`src/hw/edmoc_pkg.sv`:
```
// Package: register map, field positions and threshold tables
package edmoc_pkg;
	localparam logic [15:0] MODE_ADDR = 16'h1018;
	localparam logic [15:0] STAT_ADDR = 16'h1014;
	localparam logic [15:0] TXPOLL_ADDR = 16'h1004;
	localparam logic [15:0] RXPOLL_ADDR = 16'h1008;
	localparam logic [31:0] MODE_RW_MASK = 32'h0731ffde;
	localparam logic [31:0] MODE_RESET = 32'h00000000;
	localparam int B_KEEP_CSUM = 26;
	localparam int B_RX_WHOLE = 25;
	localparam int B_KEEP_NODESC = 24;
	localparam int B_TX_WHOLE = 21;
	localparam int B_FLUSH = 20;
	localparam int B_TTC_LO = 14;
	localparam int B_TX_RUN = 13;
	localparam int B_REL_LO = 11;
	localparam int B_TRIG_LO = 9;
	localparam int B_FLOW_EN = 8;
	localparam int B_PASS_ERR = 7;
	localparam int B_PASS_SHORT = 6;
	localparam int B_RTC_LO = 3;
	localparam int B_OVERLAP = 2;
	localparam int B_RX_RUN = 1;
	localparam int S_TX_DONE = 0;
	localparam int S_TX_STOP = 1;
	localparam int S_TX_UNAV = 2;
	localparam int S_RX_UNAV = 7;
	localparam int S_RX_STOP = 8;
	localparam int S_RX_ST_LO = 17;
	localparam int S_TX_ST_LO = 20;
	localparam logic [12:0] KB = 13'h0400;
	typedef struct packed {
		logic err;
		logic csum_only;
		logic runt;
		logic short_good;
		logic ovf_partial;
		logic started;
	} edmoc_rxst_t;
	function automatic logic [11:0] edmoc_tx_thr(input logic [2:0] c);
		case (c)
			3'h0: edmoc_tx_thr = 12'h040;
			3'h1: edmoc_tx_thr = 12'h080;
			3'h2: edmoc_tx_thr = 12'h0c0;
			3'h3: edmoc_tx_thr = 12'h100;
			3'h4: edmoc_tx_thr = 12'h028;
			3'h5: edmoc_tx_thr = 12'h020;
			3'h6: edmoc_tx_thr = 12'h018;
			default: edmoc_tx_thr = 12'h010;
		endcase
	endfunction : edmoc_tx_thr
	function automatic logic [12:0] edmoc_rx_thr(input logic [1:0] c);
		case (c)
			2'h0: edmoc_rx_thr = 13'h0040;
			2'h1: edmoc_rx_thr = 13'h0020;
			2'h2: edmoc_rx_thr = 13'h0060;
			default: edmoc_rx_thr = 13'h0080;
		endcase
	endfunction : edmoc_rx_thr
endpackage : edmoc_pkg

```
`src/hw/edmoc_top.sv`:
```
// Ethernet DMA operation-mode control: run/stop, flags, thresholds, flush
`timescale 1ns/1ns
`default_nettype none
module edmoc_top
#(
	parameter int RX_FIFO_BYTES = 4096,
	parameter int POS_W = 8
) (
	input wire logic ref_clk_i,
	input wire logic nrst_i,
	input wire logic ce_i,
	input wire logic [15:0] addr_i,
	input wire logic [31:0] wdata_i,
	input wire logic wr_i,
	input wire logic rd_i,
	output logic [31:0] rdata_o,
	output logic txd_req_o,
	input wire logic txd_valid_i,
	input wire logic txd_owned_i,
	input wire logic tx_queued_i,
	input wire logic tx_frame_done_i,
	input wire logic tx_done_irq_i,
	output logic [POS_W-1:0] tx_pos_o,
	input wire logic [11:0] tx_level_i,
	input wire logic tx_complete_i,
	output logic tx_start_o,
	output logic tx_fifo_flush_o,
	input wire logic txf_empty_i,
	input wire logic tx_stat_pend_i,
	input wire logic tx_clk_ok_i,
	output logic rxd_req_o,
	input wire logic rxd_valid_i,
	input wire logic rxd_owned_i,
	input wire logic rx_frame_start_i,
	input wire logic rx_frame_end_i,
	input wire edmoc_pkg::edmoc_rxst_t rx_status_i,
	output logic [POS_W-1:0] rx_pos_o,
	output logic rx_drop_o,
	output logic rx_flush_o,
	input wire logic [12:0] rx_level_i,
	input wire logic rx_complete_i,
	output logic rx_req_o,
	input wire logic [12:0] rx_fill_i,
	output logic flow_on_o
);
	import edmoc_pkg::*;

	typedef enum logic [4:0] {
		TX_STOP = 5'h01,
		TX_FETCH = 5'h02,
		TX_QUEUE = 5'h04,
		TX_WAIT = 5'h08,
		TX_SUSP = 5'h10
	} edmoc_tx_t;
	typedef enum logic [4:0] {
		RX_STOP = 5'h01,
		RX_FETCH = 5'h02,
		RX_WAIT = 5'h04,
		RX_XFER = 5'h08,
		RX_SUSP = 5'h10
	} edmoc_rx_t;

	if (RX_FIFO_BYTES < 4096 || RX_FIFO_BYTES > 8191 || POS_W < 1) begin : g_bad_param
		$error("edmoc_top: unsupported parameters");
	end

	logic [31:0] mode;
	logic [31:0] status;
	edmoc_tx_t tx_st;
	edmoc_tx_t next_tx_st;
	edmoc_rx_t rx_st;
	edmoc_rx_t next_rx_st;
	logic tx_done_f, tx_stop_f, tx_unav_f, rx_unav_f, rx_stop_f;
	logic wr_mode, wr_stat, tx_poll, rx_poll, flush_done;
	logic [2:0] tx_code, rx_code;
	logic [12:0] trig_lvl, rel_lvl;

	assign wr_mode = ce_i & wr_i & (addr_i == MODE_ADDR);
	assign wr_stat = ce_i & wr_i & (addr_i == STAT_ADDR);
	assign tx_poll = ce_i & wr_i & (addr_i == TXPOLL_ADDR);
	assign rx_poll = ce_i & wr_i & (addr_i == RXPOLL_ADDR);
	assign flush_done = mode[B_FLUSH] & txf_empty_i & ~tx_stat_pend_i & tx_clk_ok_i;

	// Mode register; flush bit self-clears, a fresh write wins
	always_ff @(posedge ref_clk_i or negedge nrst_i) begin
		if (!nrst_i) begin
			mode <= MODE_RESET;
		end else if (wr_mode) begin
			mode <= wdata_i & MODE_RW_MASK;
		end else if (ce_i && flush_done) begin
			mode[B_FLUSH] <= 1'b0;
		end
	end

	// Transmit process
	always_comb begin
		next_tx_st = tx_st;
		case (tx_st)
			TX_STOP: if (mode[B_TX_RUN]) next_tx_st = TX_FETCH;
			TX_FETCH: begin
				if (!mode[B_TX_RUN])
					next_tx_st = TX_STOP;
				else if (txd_valid_i)
					next_tx_st = txd_owned_i ? TX_QUEUE : TX_SUSP;
			end
			TX_QUEUE: begin
				if (tx_queued_i)
					next_tx_st = mode[B_OVERLAP] ? TX_FETCH : TX_WAIT;
			end
			TX_WAIT: begin
				if (tx_frame_done_i)
					next_tx_st = mode[B_TX_RUN] ? TX_FETCH : TX_STOP;
			end
			TX_SUSP: begin
				if (!mode[B_TX_RUN])
					next_tx_st = TX_STOP;
				else if (tx_poll)
					next_tx_st = TX_FETCH;
			end
			default: next_tx_st = TX_STOP;
		endcase
	end

	always_ff @(posedge ref_clk_i or negedge nrst_i) begin
		if (!nrst_i) begin
			tx_st <= TX_STOP;
		end else if (ce_i) begin
			tx_st <= next_tx_st;
		end
	end

	// Descriptor position survives stop so restart resumes there
	always_ff @(posedge ref_clk_i or negedge nrst_i) begin
		if (!nrst_i) begin
			tx_pos_o <= '0;
		end else if (ce_i && tx_st == TX_QUEUE && tx_queued_i) begin
			tx_pos_o <= tx_pos_o + 1'b1;
		end
	end

	always_ff @(posedge ref_clk_i or negedge nrst_i) begin
		if (!nrst_i) begin
			txd_req_o <= 1'b0;
		end else if (ce_i) begin
			txd_req_o <= (next_tx_st == TX_FETCH);
		end
	end

	// Sticky flags: hardware set wins over write-one clear
	always_ff @(posedge ref_clk_i or negedge nrst_i) begin
		if (!nrst_i) begin
			tx_unav_f <= 1'b0;
			tx_stop_f <= 1'b0;
			tx_done_f <= 1'b0;
			rx_unav_f <= 1'b0;
			rx_stop_f <= 1'b0;
		end else if (ce_i) begin
			if (tx_st == TX_FETCH && next_tx_st == TX_SUSP)
				tx_unav_f <= 1'b1;
			else if (wr_stat && wdata_i[S_TX_UNAV])
				tx_unav_f <= 1'b0;
			if (tx_st != TX_STOP && next_tx_st == TX_STOP)
				tx_stop_f <= 1'b1;
			else if (wr_stat && wdata_i[S_TX_STOP])
				tx_stop_f <= 1'b0;
			if (tx_frame_done_i && tx_done_irq_i)
				tx_done_f <= 1'b1;
			else if (wr_stat && wdata_i[S_TX_DONE])
				tx_done_f <= 1'b0;
			if (rx_st == RX_FETCH && next_rx_st == RX_SUSP)
				rx_unav_f <= 1'b1;
			else if (wr_stat && wdata_i[S_RX_UNAV])
				rx_unav_f <= 1'b0;
			if (rx_st != RX_STOP && next_rx_st == RX_STOP)
				rx_stop_f <= 1'b1;
			else if (wr_stat && wdata_i[S_RX_STOP])
				rx_stop_f <= 1'b0;
		end
	end

	// Transmit start: whole frame or above threshold
	always_ff @(posedge ref_clk_i or negedge nrst_i) begin
		if (!nrst_i) begin
			tx_start_o <= 1'b0;
		end else if (ce_i) begin
			if (mode[B_TX_WHOLE])
				tx_start_o <= tx_complete_i;
			else
				tx_start_o <= tx_complete_i |
					(tx_level_i > edmoc_tx_thr(mode[B_TTC_LO+:3]));
		end
	end

	always_ff @(posedge ref_clk_i or negedge nrst_i) begin
		if (!nrst_i) begin
			tx_fifo_flush_o <= 1'b0;
		end else if (ce_i) begin
			tx_fifo_flush_o <= mode[B_FLUSH] & ~flush_done;
		end
	end

	// Receive process
	always_comb begin
		next_rx_st = rx_st;
		case (rx_st)
			RX_STOP: if (mode[B_RX_RUN]) next_rx_st = RX_FETCH;
			RX_FETCH: begin
				if (rxd_valid_i)
					next_rx_st = rxd_owned_i ? RX_WAIT : RX_SUSP;
			end
			RX_WAIT: begin
				if (!mode[B_RX_RUN])
					next_rx_st = RX_STOP;
				else if (rx_frame_start_i)
					next_rx_st = RX_XFER;
			end
			RX_XFER: begin
				if (rx_frame_end_i)
					next_rx_st = RX_FETCH;
			end
			RX_SUSP: begin
				if (!mode[B_RX_RUN])
					next_rx_st = RX_STOP;
				else if (rx_poll || rx_frame_start_i)
					next_rx_st = RX_FETCH;
			end
			default: next_rx_st = RX_STOP;
		endcase
	end

	always_ff @(posedge ref_clk_i or negedge nrst_i) begin
		if (!nrst_i) begin
			rx_st <= RX_STOP;
		end else if (ce_i) begin
			rx_st <= next_rx_st;
		end
	end

	always_ff @(posedge ref_clk_i or negedge nrst_i) begin
		if (!nrst_i) begin
			rx_pos_o <= '0;
		end else if (ce_i && rx_st == RX_XFER && rx_frame_end_i) begin
			rx_pos_o <= rx_pos_o + 1'b1;
		end
	end

	always_ff @(posedge ref_clk_i or negedge nrst_i) begin
		if (!nrst_i) begin
			rxd_req_o <= 1'b0;
		end else if (ce_i) begin
			rxd_req_o <= (next_rx_st == RX_FETCH);
		end
	end

	// Frames ending while suspended are flushed unless kept
	always_ff @(posedge ref_clk_i or negedge nrst_i) begin
		if (!nrst_i) begin
			rx_flush_o <= 1'b0;
		end else if (ce_i) begin
			rx_flush_o <= rx_frame_end_i & (rx_st == RX_SUSP) &
				~mode[B_KEEP_NODESC];
		end
	end

	// Drop decision, one cycle after frame end
	always_ff @(posedge ref_clk_i or negedge nrst_i) begin
		if (!nrst_i) begin
			rx_drop_o <= 1'b0;
		end else if (ce_i) begin
			rx_drop_o <= rx_frame_end_i & (
				rx_status_i.ovf_partial |
				(rx_status_i.err & rx_status_i.runt & mode[B_PASS_ERR]) |
				(rx_status_i.err & ~mode[B_PASS_ERR] & ~rx_status_i.started &
					~(mode[B_KEEP_CSUM] & rx_status_i.csum_only)) |
				(rx_status_i.short_good & ~rx_status_i.err &
					~mode[B_PASS_SHORT] & ~rx_status_i.started));
		end
	end

	// Receive transfer request
	always_ff @(posedge ref_clk_i or negedge nrst_i) begin
		if (!nrst_i) begin
			rx_req_o <= 1'b0;
		end else if (ce_i) begin
			if (mode[B_RX_WHOLE])
				rx_req_o <= rx_complete_i;
			else
				rx_req_o <= rx_complete_i |
					(rx_level_i > edmoc_rx_thr(mode[B_RTC_LO+:2]));
		end
	end

	// Fill-level flow control with hysteresis
	assign trig_lvl = 13'(RX_FIFO_BYTES) - 13'(({11'h0, mode[B_TRIG_LO+:2]} + 13'h1) * KB);
	assign rel_lvl = 13'(RX_FIFO_BYTES) - 13'(({11'h0, mode[B_REL_LO+:2]} + 13'h1) * KB);

	always_ff @(posedge ref_clk_i or negedge nrst_i) begin
		if (!nrst_i) begin
			flow_on_o <= 1'b0;
		end else if (ce_i) begin
			if (!mode[B_FLOW_EN])
				flow_on_o <= 1'b0;
			else if (!flow_on_o && rx_fill_i >= trig_lvl)
				flow_on_o <= 1'b1;
			else if (flow_on_o && rx_fill_i <= rel_lvl)
				flow_on_o <= 1'b0;
		end
	end

	// Status view and read port
	always_comb begin
		case (tx_st)
			TX_FETCH: tx_code = 3'h1;
			TX_WAIT: tx_code = 3'h2;
			TX_QUEUE: tx_code = 3'h3;
			TX_SUSP: tx_code = 3'h6;
			default: tx_code = 3'h0;
		endcase
		case (rx_st)
			RX_FETCH: rx_code = 3'h1;
			RX_WAIT: rx_code = 3'h3;
			RX_SUSP: rx_code = 3'h4;
			RX_XFER: rx_code = 3'h7;
			default: rx_code = 3'h0;
		endcase
		status = 32'h0;
		status[S_TX_DONE] = tx_done_f;
		status[S_TX_STOP] = tx_stop_f;
		status[S_TX_UNAV] = tx_unav_f;
		status[S_RX_UNAV] = rx_unav_f;
		status[S_RX_STOP] = rx_stop_f;
		status[S_RX_ST_LO+:3] = rx_code;
		status[S_TX_ST_LO+:3] = tx_code;
	end

	always_ff @(posedge ref_clk_i or negedge nrst_i) begin
		if (!nrst_i) begin
			rdata_o <= 32'h0;
		end else if (ce_i) begin
			if (rd_i && addr_i == MODE_ADDR)
				rdata_o <= mode;
			else if (rd_i && addr_i == STAT_ADDR)
				rdata_o <= status;
			else
				rdata_o <= 32'h0;
		end
	end

	property p_tu;
		@(posedge ref_clk_i) disable iff (!nrst_i)
		ce_i && tx_st == TX_FETCH && mode[B_TX_RUN] && txd_valid_i && !txd_owned_i
		|=> tx_unav_f && tx_st == TX_SUSP;
	endproperty
	a_tu: assert property (p_tu) else $error("unavailable flag not set");

	property p_tps;
		@(posedge ref_clk_i) disable iff (!nrst_i)
		ce_i && $changed(tx_st) && tx_st == TX_STOP |-> tx_stop_f;
	endproperty
	a_tps: assert property (p_tps) else $error("stopped flag missing");

	property p_ti;
		@(posedge ref_clk_i) disable iff (!nrst_i)
		ce_i && tx_frame_done_i && tx_done_irq_i |=> tx_done_f;
	endproperty
	a_ti: assert property (p_ti) else $error("done flag missing");

	property p_tsf;
		@(posedge ref_clk_i) disable iff (!nrst_i)
		ce_i && mode[B_TX_WHOLE] && !tx_complete_i |=> !tx_start_o;
	endproperty
	a_tsf: assert property (p_tsf) else $error("start before whole frame");

	property p_ftf;
		@(posedge ref_clk_i) disable iff (!nrst_i)
		ce_i && !wr_mode && mode[B_FLUSH] && !(txf_empty_i && !tx_stat_pend_i && tx_clk_ok_i)
		|=> mode[B_FLUSH];
	endproperty
	a_ftf: assert property (p_ftf) else $error("flush ended early");

	property p_ftf_clr;
		@(posedge ref_clk_i) disable iff (!nrst_i)
		ce_i && !wr_mode && flush_done |=> !mode[B_FLUSH] ##1 !tx_fifo_flush_o;
	endproperty
	a_ftf_clr: assert property (p_ftf_clr) else $error("flush not cleared");

	property p_efc;
		@(posedge ref_clk_i) disable iff (!nrst_i)
		ce_i && !mode[B_FLOW_EN] |=> !flow_on_o;
	endproperty
	a_efc: assert property (p_efc) else $error("flow on while disabled");

	property p_rfd;
		@(posedge ref_clk_i) disable iff (!nrst_i)
		ce_i && mode[B_FLOW_EN] && !flow_on_o && rx_fill_i < trig_lvl |=> !flow_on_o;
	endproperty
	a_rfd: assert property (p_rfd) else $error("flow before trigger");

	property p_sr;
		@(posedge ref_clk_i) disable iff (!nrst_i)
		ce_i && rx_st == RX_XFER && !rx_frame_end_i |=> rx_st == RX_XFER;
	endproperty
	a_sr: assert property (p_sr) else $error("rx left mid-frame");

	property p_rxon;
		@(posedge ref_clk_i) disable iff (!nrst_i)
		ce_i && rx_st == RX_STOP && mode[B_RX_RUN] |=> rx_st == RX_FETCH ##0 rxd_req_o;
	endproperty
	a_rxon: assert property (p_rxon) else $error("rx start lost");

	property p_ovf;
		@(posedge ref_clk_i) disable iff (!nrst_i)
		ce_i && rx_frame_end_i && rx_status_i.ovf_partial |=> rx_drop_o;
	endproperty
	a_ovf: assert property (p_ovf) else $error("overflow frame kept");
endmodule : edmoc_top
`default_nettype wire

```
`config.mk`:
```
export PLATFORM = sky130hd
export DESIGN_NAME = edmoc_top
export DESIGN_NICKNAME = d
export VERILOG_FILES = /design/src/hw/edmoc_pkg.sv /design/src/hw/edmoc_top.sv
export SDC_FILE = /design/constraint.sdc
export NUM_CORES = 1
export LEC_CHECK = 0
export BUFFER_PORTS_ARGS = -buffer_cell sky130_fd_sc_hd__buf_2
export CAP_MARGIN = 30
export CORE_ASPECT_RATIO = 0.9
export CORE_MARGIN = 10
export CORE_UTILIZATION = 45
export DETAILED_ROUTE_END_ITERATION = 7
export GPL_TIMING_DRIVEN = 0
export PLACE_DENSITY = 0.73
export SLEW_MARGIN = 30
export SYNTH_ARGS = -nofsm -noshare
export SYNTH_HDL_FRONTEND = slang
export SYNTH_SLANG_ARGS = --single-unit
```
`constraint.sdc`:
```
create_clock -name ref_clk_i -period 1.7 [get_ports ref_clk_i]
set_input_delay 0.34 -clock ref_clk_i [delete_from_list [all_inputs] [get_ports ref_clk_i]]
set_output_delay 0.34 -clock ref_clk_i [all_outputs]
set_load 0.05 [all_outputs]
```
; ---- After elaboration in Yosys (flattened, before gate mapping)
; Cells that the tools add are included.
; W data, S select, Z words.
[classes]
addsub = 6
order_cmp = 4
n_eq_ne = 31
mux = 47
bitwise_logic = 34
reduce_logical = 35
[ops]
columns = cell, n
row1 = $mux W5, 16
row2 = $eq A16 B13 Y1 const B, 4
row3 = $pmux W9 S7, 1
row4 = $pmux W5 S5, 2
row5 = $mux W27, 1
row6 = $mux W13, 2
row7 = $sub A13 B13 Y13 const A, 2
row8 = $mux W12, 2
row9 = $pmux W3 S4, 2
row10 = $pmux W8 S3, 1
row11 = $mux W23, 1
row12 = $and A1 B1 Y1, 21
row13 = $eq A5 B1 Y1 const B, 4
row14 = $eq A5 B2 Y1 const B, 4
row15 = $eq A5 B5 Y1 const B, 4
row16 = $logic_and A1 B1 Y1, 19
row17 = $mux W1, 17
row18 = $add A8 B1 Y8 const B, 2
row19 = $ge A13 B13 Y1, 1
row20 = $gt A13 B13 Y1, 1
row21 = $le A13 B13 Y1, 1
row22 = $gt A12 B12 Y1, 1
row23 = $reduce_and A2 Y1, 6
row24 = $reduce_bool A2 Y1, 6
row25 = 18 further kinds, 36
[totals]
ff_bits = 91
in_bits = 111

; ---- Depth between registers and ports, before layout
[logic_depth]
depth_word = 10
depth_mapped = 9

; ---- Worst setup path before layout
; OpenSTA, ideal clock, no wires.
[synth_path]
path_kind = reg-to-reg
start = reg tx_st[1]
end = reg tx_pos_o[5]
setup_ns = 0.141
arrival_time_ns = 1.609
required_time_ns = 1.559
slack_ns = -0.051
path_stages_with_launch = 7
n_path_buf = 1
period_less_slack_ns = 1.751
path_cell_list = dfrtp_1 > buf_6 > or4_4 > nor2_4 > and3_4 > nand4_2 > xnor2_1
[synth_between]
elab_chain_cells = 3
[synth_lines]
columns = element, line_no
row1 = "start, declared", edmoc_top.sv:69  ; edmoc_tx_t tx_st;
row2 = "start signal, assigned", edmoc_top.sv:128  ; tx_st <= next_tx_st;
row3 = $eq A5 B3 Y1, edmoc_top.sv:136  ; end else if (ce_i && tx_st == TX_QUEUE && tx_queued_i) begin
row4 = $logic_and A1 B1 Y1 (2 in a row), edmoc_top.sv:136
row5 = "end signal, assigned", edmoc_top.sv:137  ; tx_pos_o <= tx_pos_o + 1'b1;
row6 = "end, declared", edmoc_top.sv:23  ; output logic [POS_W-1:0] tx_pos_o,
; Every way passes these cells.
; A chain may end at the register's enable or synchronous reset.

; ---- Final worst setup path
[layout_path]
start = reg tx_st[2]
end = reg tx_unav_f
[layout_between]
elab_chain_cells = 7
elab_cells_between_ends = 18
classes_between = eq/ne: 6 / mux: 9 / reduce/logical: 3
[layout_lines]
columns = element, line_no
row1 = "$mux W5, on equally long branches", "edmoc_top.sv:117, edmoc_top.sv:103"
row2 = "$mux W5, on equally long branches", "edmoc_top.sv:115, edmoc_top.sv:101"
row3 = $pmux W5 S5, edmoc_top.sv:98  ; case (tx_st)
row4 = $eq A5 B5 Y1, edmoc_top.sv:158  ; if (tx_st == TX_FETCH && next_tx_st == TX_SUSP)
row5 = $logic_and A1 B1 Y1 *, edmoc_top.sv:158
row6 = $reduce_bool A2 Y1 (no source line), --
row7 = $reduce_and A2 Y1 (no source line), --
row8 = "end signal, assigned", edmoc_top.sv:152  ; tx_unav_f <= 1'b0;
row9 = "end signal, assigned", edmoc_top.sv:159  ; tx_unav_f <= 1'b1;
row10 = "end signal, assigned", edmoc_top.sv:161  ; tx_unav_f <= 1'b0;
row11 = "end, declared", edmoc_top.sv:73  ; logic tx_done_f, tx_stop_f, tx_unav_f, rx_unav_f, rx_stop_f;
; Every way passes the cells marked *; elsewhere a longest branch is shown, timed or not.

==> metrics.txt <==
status complete, but fails checks; failing checks negative setup slack; Synth cell types 61; vias in the first global route 4494; register share of total power 41.0%; Clock Sinks 84; pin count of the biggest net entering global routing 53; yosys warns 0; Die Area 14800 sq um; Clk Latency, worst-skew pair 0.33 ns; HPWL after DPL 10800 microns; Mapped Cells 481; Worst-path clk slew 0.07 ns; Post-route DRC 0; I/O pin cnt 167; wire length of the first global-routing pass 22500 microns; total number of vias 4352; Synth area leaders dfrtp_1 (44%), ha_1 (4.9%), mux2_2 (4.6%); depth of the most critical reg-to-reg path 6; number of synthesized flops with an enable pin 0; total grt overflow 0; Site Rows 35; port bufs 148; worst slew pin tran 0.574 ns; min-delay src wdata_i[9]; Int Pwr 3760 uW; Clock Path Buffers 2; Final Net Count 796; Hold/Removal Path Class in -> reg; Finished Layout Cells 803; maxcap violations 0; relative slew slack 61.4%; Placed Cells 765; Leak Pwr 0.00321 uW; CP Class reg -> reg; TritonCTS clock tree yes; share of layout cells above drive strength 1 43.5%; count leader, synth dfrtp_1; CTS buffer count 9; final setup TNS -0.479 ns; period utilisation layout 108%; startpoint type of the worst setup path flip-flop; switching part of the total 26.5%; final antenna-violating net count 0; worst path bufs/invs 1; Syn-to-layout area delta 39.8%; filler cell count 843; Final Setup Violations 9; CP Capture Type flip-flop; worst setup margin -0.132 ns; Final Wtd Congestion 0.867; Crit path depth 6; Peak supply drop 0.567 mV; Die W 127 microns; #FFs+latches synth 84; DR WL/cell 18.2 microns; Clock Power Share 42.4%; Top delay family on crit path simple AND/OR/NAND/NOR gates; initial antenna violation count 2; slowest stage cell on the critical path or4b_4; CP Max Fanout 6; final max-slew violation count 0; Core Area 10200 sq um; Final Hold Fails 0; Seq/Total Area, Yosys 45.4%; switching pwr 1360 uW; Hold Path Stages 3; Crit path required time 1.92 ns; RSZ-0062 raised after global routing yes; crit path DAT 2.05 ns; Die Height 116 microns; Worst Setup SP tx_st[2]; power density cells 790 nW/um^2; ys flop type dfrtp_1; Starting Density 45.6%; FFs w/ async S/R, synth 100%; clock skew 0.00524 ns; worst path cell trace buf_6 > and2b_1 > or4b_4 > o221ai_4 > a21oi_4 > a22o_1; initial DRC count 241; drt first pass iters 4; area share of the leading cell type in the synthesized netlist 44.3%; Overall Global Routing Usage 18.9%; cell accounting for the most synthesized area dfrtp_1; crit path time final 1.83 ns; H-tree depth 3; combinational power share 16.6%; Largest stage delay, worst path 0.50 ns; Clock Tree Root clkbuf_16; Cell Area, Synth 4630 sq um; f_max 0.546 GHz; reg2reg start tx_st[2]; final WL 14600 microns; synthesized area per cell 9.63 sq um; Post-Route Utilization 63.7%; most frequent cells after synthesis dfrtp_1 (82), inv_1 (42), o21ai_0 (40); Vias/cell 5.42
## layout by cell type, fill, tap and decap left out, types with 4 or more instances in the layout
master	Yosys	final
clkbuf_2	0	8
a31oi_1	11	11
dfrtp_1	82	80
and4_1	6	5
a21oi_1	10	8
buf_6	2	9
and3_1	7	7
nand2b_1	6	5
o21a_1	4	4
clkbuf_1	14	4
nand3_1	24	23
o21ai_0	40	33
mux2_2	19	18
clkbuf_16	0	9
o21ai_1	0	4
nor2_1	30	24
inv_1	42	39
nor2_4	1	4
nand2_1	27	24
ha_1	18	11
nand4_1	6	6
buf_4	9	24
xnor2_1	12	12
ha_4	0	6
buf_2	8	153
conb_1	1	7
nor3_1	5	4
nor2b_1	14	13
o22ai_1	9	8
nand3b_1	4	4
xor2_1	8	7
## area by class of cell
type | count | area [sq um] | share of cell area (%)
clock inverters | 5 | 83.8 | 1.29
diodes | 2 | 5.00 | 0.0773
clock buffers | 11 | 253 | 3.90
repair buffers | 170 | 953 | 14.7
plain buffers | 33 | 216 | 3.34
well taps | 129 | 161 | 2.49
multi-input cells | 327 | 2540 | 39.2
flip-flops and latches | 84 | 2110 | 32.5
inverters | 42 | 158 | 2.43
## worst reg2reg max path, stage by stage, from the launching register on
cell,delay [ns]
dfrtp_1,0.38
buf_6,0.13
and2b_1,0.20
or4b_4,0.50
o221ai_4,0.22
a21oi_4,0.05
a22o_1,0.23
## registers in the layout (all words and copies together) (netlist names), 5 cells and up
| signal | flops |
|---|---|
| tx_pos_o | 8 |
| rx_st | 5 |
| tx_st | 5 |
| mode | 20 |
| rx_pos_o | 8 |
| rdata_o | 25 |
## stage by stage
step / power (uW) / instance area, sq um / hold slack [ns] / setup slack [ns]
global placement: 2850 / 5570 / 0.451 / -0.683
floorplan: 2580 / 4670 / 0.0444 / -0.0507
detailed placement: 2880 / 5600 / 0.250 / -0.664
finish: 5120 / 6480 / 0.208 / -0.132
global route: 5330 / 6470 / 0.226 / -0.187
CTS: 5080 / 6150 / 0.207 / -0.131
## logic make-up after synthesis
| logic type | synth area share (%) |
|---|---|
| AOI/OAI and AO/OA | 13.7 |
| xor gates and xnor gates | 3.78 |
| adders and majority gates | 4.86 |
| buffers and inverters | 7.43 |
| DFF | 45.4 |
| muxes | 4.62 |
| other | 0.0809 |
| and+or+nand+nor | 20.1 |
## layer usage
layer,part of all wire (%),global-route usage [%],routed length (microns),up-vias
met5,0,0,0,-
met4,2.6,7.28,384,0
met3,7.1,5.17,1040,25
met2,48,32.0,7050,152
met1,42,22.4,6150,2115
li1,-,-,-,2060
## path summary, 6_finish.rpt
kind | to | slack [ns]
max in group asynchronous | tx_st[0] | 0.64
max reg2reg | tx_unav_f | -0.13
min | mode[9] | 0.21
min in group asynchronous | tx_pos_o[3] | 0.45
max | tx_unav_f | -0.13
min reg2reg | tx_pos_o[7] | 0.47
## what timing repair did
item,CTS,global route
pin swaps,4,19
hold buffers,1,0
gates resized for setup,30,64
endpoints found under the setup margin,63,53
setup buffers,12,8
endpoints found under the hold margin,31,0
## power by group through the flow
stage / Clock, uW / Sequential, uW / Combinational [uW]
after global placement: 0 / 2130 / 718
after global routing: 2300 / 2110 / 926
final: 2170 / 2100 / 850
after detailed placement: 0 / 2140 / 739
after floorplan: 0 / 2230 / 346
after CTS: 2200 / 2100 / 776
Note: power is estimated with default switching activity, not from simulation.
